<file path="src/logic/cfr_map.svh">
`ifndef CFR_MAP_SVH
`define CFR_MAP_SVH

`define CFR_CLK_HZ 50000000
`define CFR_BLINK_HZ 4
`define CFR_BLINK_HALF_CYC (`CFR_CLK_HZ / (2 * `CFR_BLINK_HZ))
`define CFR_BLINK_CNT_W 23
`define CFR_ACT_HOLD_CYC 8
`define CFR_BYTE_W 8

`endif

</file>
<file path="src/logic/cfr_pkg.sv">
`include "cfr_map.svh"

package cfr_pkg;
    // one gmii-style byte lane with frame markers
    typedef struct packed {
        logic [`CFR_BYTE_W-1:0] data;
        logic en;
        logic er;
    } cfr_lane_s;

    typedef enum logic [2:0] {
        CFR_DOWN = 3'b001,
        CFR_FAULT = 3'b010,
        CFR_UP = 3'b100
    } cfr_link_e;
endpackage : cfr_pkg

</file>
<file path="src/logic/cfr_blinker.sv">
`timescale 1ns/1ns
`include "cfr_map.svh"

module cfr_blinker
    import cfr_pkg::*;
(
    input wire logic i_clk,
    input wire logic i_sys_rst,
    input wire logic i_link_up,
    input wire logic i_activity,
    output logic o_lamp
);
    parameter int unsigned HALF_CYC = `CFR_BLINK_HALF_CYC;

    logic [`CFR_BLINK_CNT_W-1:0] cnt_r;
    logic phase_r;
    logic [3:0] hold_r;

    // ----------------------------------------
    // blink timebase
    // ----------------------------------------
    always_ff @(posedge i_clk) begin
        if (i_sys_rst || cnt_r == `CFR_BLINK_CNT_W'(HALF_CYC - 1)) begin
            cnt_r <= '0;
        end else begin
            cnt_r <= cnt_r + 1'b1;
        end
    end

    always_ff @(posedge i_clk) begin
        if (i_sys_rst) begin
            phase_r <= 1'b0;
        end else if (cnt_r == `CFR_BLINK_CNT_W'(HALF_CYC - 1)) begin
            phase_r <= ~phase_r;
        end
    end

    // ----------------------------------------
    // activity stretch
    // ----------------------------------------
    always_ff @(posedge i_clk) begin
        if (i_sys_rst) begin
            hold_r <= '0;
        end else if (i_activity) begin
            hold_r <= 4'(`CFR_ACT_HOLD_CYC);
        end else if (hold_r != 4'h0) begin
            hold_r <= hold_r - 4'h1;
        end
    end

    always_ff @(posedge i_clk) begin
        if (i_sys_rst) begin
            o_lamp <= 1'b0;
        end else begin
            o_lamp <= i_link_up & ((hold_r == 4'h0) | phase_r);
        end
    end
endmodule : cfr_blinker

</file>
<file path="src/logic/cfr_relay.sv">
`timescale 1ns/1ns
`include "cfr_map.svh"

module cfr_relay
    import cfr_pkg::*;
#(
    parameter int unsigned BLINK_HALF_CYC = `CFR_BLINK_HALF_CYC
) (
    input wire logic i_clk,
    input wire logic i_sys_rst,
    input wire logic i_cu_link_ok,
    input wire logic i_fx_rx_ok,
    input wire logic i_fx_remote_fault_notice,
    input wire logic i_fx_signal_detect,
    input wire logic i_sfp_present_n,
    input wire cfr_lane_s i_cu_rx,
    input wire cfr_lane_s i_fx_rx,
    output cfr_lane_s o_fx_tx,
    output cfr_lane_s o_cu_tx,
    output logic o_fx_link_enable,
    output logic o_cu_link_enable,
    output logic o_fx_send_remote_fault_notice,
    output logic o_fx_fault,
    output logic o_fx_full_duplex,
    output logic o_cu_autoneg_enable,
    output logic o_cu_auto_crossover,
    output logic o_link_lamp,
    output logic o_optical_signal_lamp,
    output logic o_sfp_lamp,
    output cfr_link_e o_link_state
);
    cfr_link_e state_r;
    logic fx_ok;
    logic link_up;

    // ----------------------------------------
    // fault pass-through
    // ----------------------------------------
    assign fx_ok = i_fx_rx_ok & ~i_fx_remote_fault_notice & ~i_sfp_present_n;
    assign link_up = (state_r == CFR_UP);

    always_ff @(posedge i_clk) begin
        if (i_sys_rst) begin
            state_r <= CFR_DOWN;
        end else begin
            unique case (state_r)
                CFR_DOWN: begin
                    if (i_cu_link_ok && fx_ok) begin
                        state_r <= CFR_UP;
                    end
                end
                CFR_UP: begin
                    if (!i_cu_link_ok || !fx_ok) begin
                        state_r <= CFR_FAULT;
                    end
                end
                CFR_FAULT: begin
                    state_r <= CFR_DOWN;
                end
                default: begin
                    state_r <= CFR_DOWN;
                end
            endcase
        end
    end

    // combinational so the fiber drop is immediate
    assign o_fx_link_enable = ~i_sys_rst & i_cu_link_ok;
    assign o_cu_link_enable = ~i_sys_rst & fx_ok;

    always_ff @(posedge i_clk) begin
        if (i_sys_rst) begin
            o_fx_send_remote_fault_notice <= 1'b0;
            o_fx_fault <= 1'b0;
        end else begin
            o_fx_send_remote_fault_notice <= ~i_fx_rx_ok;
            o_fx_fault <= ~fx_ok;
        end
    end

    // fixed link settings, no user configuration
    assign o_fx_full_duplex = 1'b1;
    assign o_cu_autoneg_enable = 1'b1;
    assign o_cu_auto_crossover = 1'b1;
    assign o_link_state = state_r;

    // ----------------------------------------
    // transparent data path
    // ----------------------------------------
    always_ff @(posedge i_clk) begin
        if (i_sys_rst) begin
            o_fx_tx <= '0;
            o_cu_tx <= '0;
        end else begin
            // byte per clock, no length counter, no idle insertion
            o_fx_tx <= link_up ? i_cu_rx : '0;
            o_cu_tx <= link_up ? i_fx_rx : '0;
        end
    end

    // ----------------------------------------
    // lamps
    // ----------------------------------------
    always_ff @(posedge i_clk) begin
        if (i_sys_rst) begin
            o_optical_signal_lamp <= 1'b0;
            o_sfp_lamp <= 1'b0;
        end else begin
            o_optical_signal_lamp <= i_fx_signal_detect;
            o_sfp_lamp <= ~i_sfp_present_n;
        end
    end

    cfr_blinker #(
        .HALF_CYC(BLINK_HALF_CYC)
    ) u_blink (
        .i_clk(i_clk),
        .i_sys_rst(i_sys_rst),
        .i_link_up(link_up),
        .i_activity(link_up & (i_cu_rx.en | i_fx_rx.en)),
        .o_lamp(o_link_lamp)
    );
endmodule : cfr_relay

</file>
<file path="config.mk">
export PLATFORM = sky130hd
export DESIGN_NAME = cfr_relay
export DESIGN_NICKNAME = d
export VERILOG_FILES = /design/src/logic/cfr_pkg.sv /design/src/logic/cfr_blinker.sv /design/src/logic/cfr_relay.sv
export VERILOG_INCLUDE_DIRS = /design/src /design/src/logic
export SDC_FILE = /design/constraint.sdc
export NUM_CORES = 1
export LEC_CHECK = 0
export ABC_CLOCK_PERIOD_IN_PS = 2500
export BUFFER_PORTS_ARGS = -buffer_cell sky130_fd_sc_hd__buf_2
export CORE_MARGIN = 5
export CORE_UTILIZATION = 50
export DETAILED_ROUTE_END_ITERATION = 16
export PLACE_DENSITY = 0.77
export SYNTH_ARGS = -nofsm -noshare
export SYNTH_HDL_FRONTEND = slang
export SYNTH_HIERARCHICAL = 1
export SYNTH_SLANG_ARGS = --single-unit
</file>
<file path="constraint.sdc">
create_clock -name i_clk -period 2.5 [get_ports i_clk]
set_clock_uncertainty 0.2 [all_clocks]
set_input_delay 0.25 -clock i_clk [delete_from_list [all_inputs] [get_ports i_clk]]
set_output_delay 0.25 -clock i_clk [all_outputs]
set_load 0.005 [all_outputs]
</file>
==> summary.txt, run 1 <==
Run status
  – Status: finished, final reports clean

Clock tree
  – Root buffer cell: clkbuf_8
  – Deepest clock path buffer count: 2
  – Sink Count: 56
  – Cts repair resizes: 0
  – Postcts setup bufs: 0
  – Clock latency reported for the late side of the worst-skew pair: 0.30 ns
  – Hold_buf cts: 24
  – CTS tree: done
  – Number of buffers created by CTS: 5
  – Clk pin slew, worst setup/hold paths: 0.10 ns
  – # H-tree levels: 2

Floorplan
  – Die height: 76.1 um
  – Io pins: 60
  – Core area: 4290 um2
  – Starting density of the core: 50.8%
  – Die Area: 5790 um2
  – Die X: 76.1 um
  – # rows: 24

Yosys
  – Synth cell count leaders: 56 x dfxtp_1, 23 x nor2_1, 21 x and2_1
  – Syn Inst Count: 228
  – Post-synthesis instance area: 2180 um2
  – Seq cells post-synth: 56
  – Area leader, netlist: dfxtp_1
  – Number of enable flip-flop cells after synthesis: 0
  – Ys Warns: 6
  – Post-synthesis sequential area ratio: 51.3%
  – Syn Area/Cell: 9.58 um2
  – Cell variety after synth: 31
  – Top cell type's share of synthesized area: 51.3%
  – Top FF cell, synth: dfxtp_1
  – Most frequent cell after synthesis: dfxtp_1
  – Post-synth ARST share: 0%
  – Ranking of synthesized cells by area: dfxtp_1 51%, and2_1 6.0%, nor2_1 4.0%, xnor2_1 3.2%, xor2_1 3.2%

Placed design
  – Area after DPL: 2450 um2
  – IO Port Bufs: 56
  – Placed Instances: 325
  – Routability cong.: 0.797
  – Post-DP HPWL: 2.87 mm

Setup path
  – WP data required: 2.55 ns
  – Worst Setup End Kind: flip-flop
  – Crit Path Max Fanout: 7
  – Crit path arrival time: 2.20 ns
  – Worst Path Class, Setup: flip-flop to flip-flop
  – R2R cell count: 5
  – Crit start category: flip-flop

Route
  – Via count: 1827
  – First drt pass iteration count: 4
  – Routed Antenna Nets: 0
  – Initial DRC count: 67
  – Via/cell ratio: 5.12
  – Number of remaining DRC errors: 0
  – Routed WL: 4.74 mm
  – WL/cell: 13.3 um

Timing
  – Hold slack: 0.0928 ns
  – Fin crit share: 86.0%
  – Setup repair after global routing missed its margin: no
  – Worst Tran Pin Value: 0.804 ns
  – Final hold vios: 0
  – Max-slew violations: 0
  – Setup violators final: 0
  – Setup TNS Final: 0 ns
  – Min Tclk post-route: 2.15 ns
  – Max_slew headroom: 46.2%
  – Peak Freq: 465 MHz

Global route
  – GR peak layer: met2
  – Met1 GRT Util: 20.9%
  – Overall routing resource usage: 16.6%
  – Met2 usage: 25.9%
  – Met3 usage: 6.50%
  – Largest net degree at the start of global routing: 24
  – Vias in the first global route: 1774
  – Initial antenna violation count: 0
  – First-pass GRT wire length: 8.11 mm
  – Grt ovf: 0

Pwr
  – Internal cell power: 1.25 mW
  – Comb pwr share: 14.0%
  – Pleak: 1.15 nW
  – Sw power: 419 uW
  – Worst vdd ir: 0.000417 V
  – Sequential Power Share: 56.9%
  – Pwr/cell area: 602 nW/um2
  – Clock power share: 29.1%
  – Total Power: 1.67 mW
  – Sw Ratio: 25.1%

Final layout
  – Register area: 1120 um2
  – Finished layout cell area: 2780 um2
  – Layout area overhead: 27.3%
  – Layout fillers: 337
  – Finished Layout Cells: 357
  – Multi-input gate area: 952 um2
  – Nets: 334
  – Share of layout cells above drive strength 1: 22.6%
  – N_diodes: 0

Worst hold path
  – Worst Hold Class: primary input to flip-flop
  – Hold path cells: 2

Flow run
  – Max_cap viols: 0
[kinds of logic after synthesis]
family / after synthesis / synth area share, %
simple gates: 109 / 29.2
flops: 56 / 51.3
compound gates: 23 / 5.73
buf+inv: 20 / 5.39
xor+xnor: 16 / 6.42
fa+ha+maj: 3 / 1.72
other cells: 1 / 0.172
[state kept, by name, summed over array words and instances, names as in the netlist]
register	cells
o_sfp_lamp	1
u_blink/phase_r	1
o_fx_fault	1
o_cu_tx	10
o_link_state	3
u_blink/cnt_r	23
u_blink/o_lamp	1
u_blink/hold_r	4
o_fx_send_remote_fault_notice	1
o_fx_tx	10
o_optical_signal_lamp	1
[cell type report]
cell class | count | share of cell area (%)
sequential | 56 | 40.3
multi-input combinational | 154 | 34.2
timing repair buffer | 81 | 19.0
clock buffer | 5 | 2.48
tap | 52 | 2.34
clock inverter | 3 | 0.810
inverter | 6 | 0.810
[routing by layer]
| layer | share of wire, % | up-vias |
|---|---|---|
| met5 | 0 | - |
| met4 | 1.8 | 0 |
| met3 | 7.9 | 9 |
| met2 | 47 | 54 |
| met1 | 44 | 846 |
| li1 | - | 918 |
[power groups by stage]
stage	Clock (mW)	Combinational, mW	Sequential, mW
final	0.487	0.235	0.951
after global routing	0.543	0.269	0.957
after CTS	0.505	0.231	0.952
after detailed placement	0	0.202	0.972
after global placement	0	0.199	0.972
after floorplan	0	0.161	0.968
[worst max-delay path, cell delays in order, from the launching register on]
cell     delay (ns)
dfxtp_1        0.38
ha_1           0.23
nand4_1        0.10
or4_1          0.66
or3_1          0.41
a21oi_2        0.13
[metrics by stage]
| step | utilization [%] | setup WS (ns) |
|---|---|---|
| final | 64.7 | 0.349 |
| after global routing | 64.7 | 0.266 |
| after CTS | 64.7 | 0.358 |
| after detailed placement | 57.0 | 0.374 |
| after global placement | 57.0 | 0.432 |
| after floorplan | - | 0.488 |
[cells in the final DEF, fill, tap and decap left out, types with 4 or more instances in the layout]
cell,n
and4_1,4
or3_1,10
clkbuf_8,5
nor2_1,23
o21ai_0,9
xnor2_1,8
nand4_1,10
nand3_1,10
dfxtp_1,56
dlygate4sd3_1,24
nor3_1,5
xor2_1,8
a21oi_1,12
and2_1,21
nor2b_1,5
inv_1,6
buf_2,56
nand2_1,6
[path summary, 6_finish.rpt]
kind                                                  start                           end  slack (ns)
worst max-delay path            u_blink/cnt_r[0]$_SDFF_PP0_  u_blink/cnt_r[22]$_SDFF_PP0_        0.35
worst max register to register  u_blink/cnt_r[0]$_SDFF_PP0_  u_blink/cnt_r[22]$_SDFF_PP0_        0.35
worst min-delay path                              i_sys_rst         o_sfp_lamp$_SDFF_PP0_        0.09
worst min register to register  u_blink/cnt_r[0]$_SDFF_PP0_   u_blink/cnt_r[0]$_SDFF_PP0_        0.28
(Power assumes the default switching activity.)
==> run 2: changes to the inputs <==
--- a/config.mk
+++ b/config.mk
@@ -12,6 +12,9 @@
 export CORE_UTILIZATION = 50
 export DETAILED_ROUTE_END_ITERATION = 16
 export PLACE_DENSITY = 0.77
+export RECOVER_POWER = 100
+export SETUP_SLACK_MARGIN = 0.1
+export SKIP_LAST_GASP = 1
 export SYNTH_ARGS = -nofsm -noshare
 export SYNTH_HDL_FRONTEND = slang
 export SYNTH_HIERARCHICAL = 1
==> run 2 against run 1 <==
Clock-buffer cell count stayed put. Register-to-register slack is essentially flat. Non-clock buffer count unchanged. Global-route usage is the same. Total power about the same. Critical path depth unchanged. Highest routed layer unchanged. Via count shrank 0.44%. Maximum frequency fell by 0.43%. Critical endpoint unchanged.
==> summary.txt, run 2 (synthesis results as in run 1) <==
Setup path
  – Crit start category: flip-flop
  – WP data required: 2.54 ns (about the same)
  – Slowest CP cell: or4_1
  – Worst Path Class, Setup: flip-flop to flip-flop
  – CP max stage delay: 0.66 ns (about the same)
  – Crit path from: u_blink/cnt_r[0]$_SDFF_PP0_
  – CP Cell Sequence: ha_1, nand4_1, or4_1, or3_1, a21oi_2
  – Crit Path Max Fanout: 7 (unchanged)
  – FF-to-FF Start: u_blink/cnt_r[0]$_SDFF_PP0_
  – Crit path arrival time: 2.20 ns (about the same)
  – Worst Setup End Kind: flip-flop

Timing
  – Min Tclk post-route: 2.16 ns (+0.00928 ns)
  – Max-slew violations: 0 (unchanged)
  – Setup TNS Final: 0 ns (unchanged)
  – Hold slack: 0.183 ns (+0.0904 ns)
  – Setup violators final: 0 (unchanged)
  – Setup repair after global routing missed its margin: no
  – Peak Freq: 463 MHz (-0.43%)
  – Worst Tran Pin Value: 1.40 ns (+0.597 ns)
  – Fin crit share: 86.4% (+0.37 points)
  – Max_slew headroom: 6.36% (-40 points)
  – Final hold vios: 0 (unchanged)

Route
  – Via/cell ratio: 5.10 (-0.44%)
  – First drt pass iteration count: 4 (unchanged)
  – Routed WL: 4.76 mm (+0.40%)
  – Via count: 1819 (-0.44%)
  – Initial DRC count: 94 (+40%)
  – WL/cell: 13.3 um (+0.40%)
  – Number of remaining DRC errors: 0 (unchanged)
  – Routed Antenna Nets: 0 (unchanged)

Placed design
  – Routability cong.: 0.797 (unchanged)
  – Placed Instances: 325 (unchanged)
  – Area after DPL: 2450 um2 (unchanged)
  – Post-DP HPWL: 2.87 mm (unchanged)
  – IO Port Bufs: 56 (unchanged)

Clock tree
  – # H-tree levels: 2 (unchanged)
  – CTS tree: done
  – Cts repair resizes: 0 (unchanged)
  – Deepest clock path buffer count: 2 (unchanged)
  – Clock latency reported for the late side of the worst-skew pair: 0.30 ns (about the same)
  – Root buffer cell: clkbuf_8
  – Sink Count: 56 (unchanged)
  – Clk pin slew, worst setup/hold paths: 0.10 ns (about the same)
  – Number of buffers created by CTS: 5 (unchanged)

Final layout
  – Nets: 334 (unchanged)
  – Reg with most FFs: u_blink/cnt_r
  – Biggest regs: u_blink/cnt_r (23), o_cu_tx (10), o_fx_tx (10)
  – Layout area overhead: 25.3%
  – Finished Layout Cells: 357 (unchanged)
  – Most common cell after layout, fill and taps aside: dfxtp_1
  – Largest register FFs: 23 (unchanged)
  – Most frequent cells in the layout: 56 x dfxtp_1, 29 x buf_2, 27 x clkbuf_1
  – Share of layout cells above drive strength 1: 13.4% (-9.2 points)
  – Finished layout cell area: 2740 um2 (-1.6%)
  – N_diodes: 0 (unchanged)

Floorplan
  – Die X: 76.1 um (unchanged)
  – Io pins: 60 (unchanged)
  – Die height: 76.1 um (unchanged)
  – Die Area: 5790 um2 (unchanged)
  – # rows: 24 (unchanged)
  – Starting density of the core: 50.8% (unchanged)
  – Core area: 4290 um2 (unchanged)

Global route
  – Grt ovf: 0 (unchanged)
  – First-pass GRT wire length: 8.11 mm (unchanged)
  – Vias in the first global route: 1774 (unchanged)
  – Overall routing resource usage: 16.6% (unchanged)
  – Largest net degree at the start of global routing: 24 (unchanged)
  – Initial antenna violation count: 0 (unchanged)

Worst hold path
  – Worst Hold Class: primary input to flip-flop
  – Min-delay src: i_cu_link_ok

Pwr
  – Total Power: 1.67 mW (about the same)
  – Worst vdd ir: 0.000417 V (about the same)
  – Pleak: 1.03 nW (-11%)
  – Pwr/cell area: 612 nW/um2 (+1.7%)

Run status
  – Status: finished, final reports clean

Flow run
  – Max_cap viols: 0 (unchanged)
-- run 2: cell count changes in the layout (fill, tap and decap cells not counted), sizes merged --
cell / change
buf: -28
clkbuf: +28
-- run 2: worst max-delay path: cells and delay by family, from the launching register on --
| family | cells | cell delay (ns) |
|---|---|---|
| flops | 1 | 0.38 |
| fa+ha+maj | 1 | 0.23 |
| simple gates | 3 | 1.17 |
| compound gates | 1 | 0.13 |
-- run 2: layer usage --
| layer | global-route usage, % | vias to the layer above | wire length, um |
|---|---|---|---|
| li1 | - | 923 | - |
| met1 | 20.9 | 837 | 2130 |
| met2 | 25.9 | 50 | 2200 |
| met3 | 6.50 | 9 | 341 |
| met4 | 5.59 | 0 | 87 |
| met5 | 0 | - | 0 |
-- run 2: stage by stage --
step                utilization, %  setup WS [ns]
global placement              57.0          0.432
detailed placement            57.0          0.374
finish                        63.7          0.340
CTS                           64.7          0.358
global route                  63.7          0.167
floorplan                        -          0.488
-- run 2: power breakdown --
group	internal [mW]	switching [mW]
Combinational	0.122	0.110
Sequential	0.928	0.0233
Clock	0.201	0.290
Total	1.25	0.423
-- run 2: layout make-up --
cell class	instances	area [um2]
Clock buffer	5	68.8
Multi-Input combinational cell	154	943
Clock inverter	3	22.5
Timing Repair Buffer	81	492
Fill cell	355	1560
Inverter	6	22.5
Sequential cell	56	1120
Tap cell	52	65.1
-- run 2: worst paths after layout --
kind	endpoint	slack (ns)	cells after the start
setup / recovery	u_blink/cnt_r[22]$_SDFF_PP0_	0.34	5
hold / removal	o_link_state[1]$_SDFFE_PP0P_	0.18	3
setup reg to reg	u_blink/cnt_r[22]$_SDFF_PP0_	0.34	5
hold reg to reg	u_blink/cnt_r[0]$_SDFF_PP0_	0.28	1
-- run 2: what timing repair did --
action,4_1_cts,5_1_grt
setup endpoints to repair,0,0
hold buffers,24,0
setup buffers,0,0
endpoints found under the hold margin,24,0
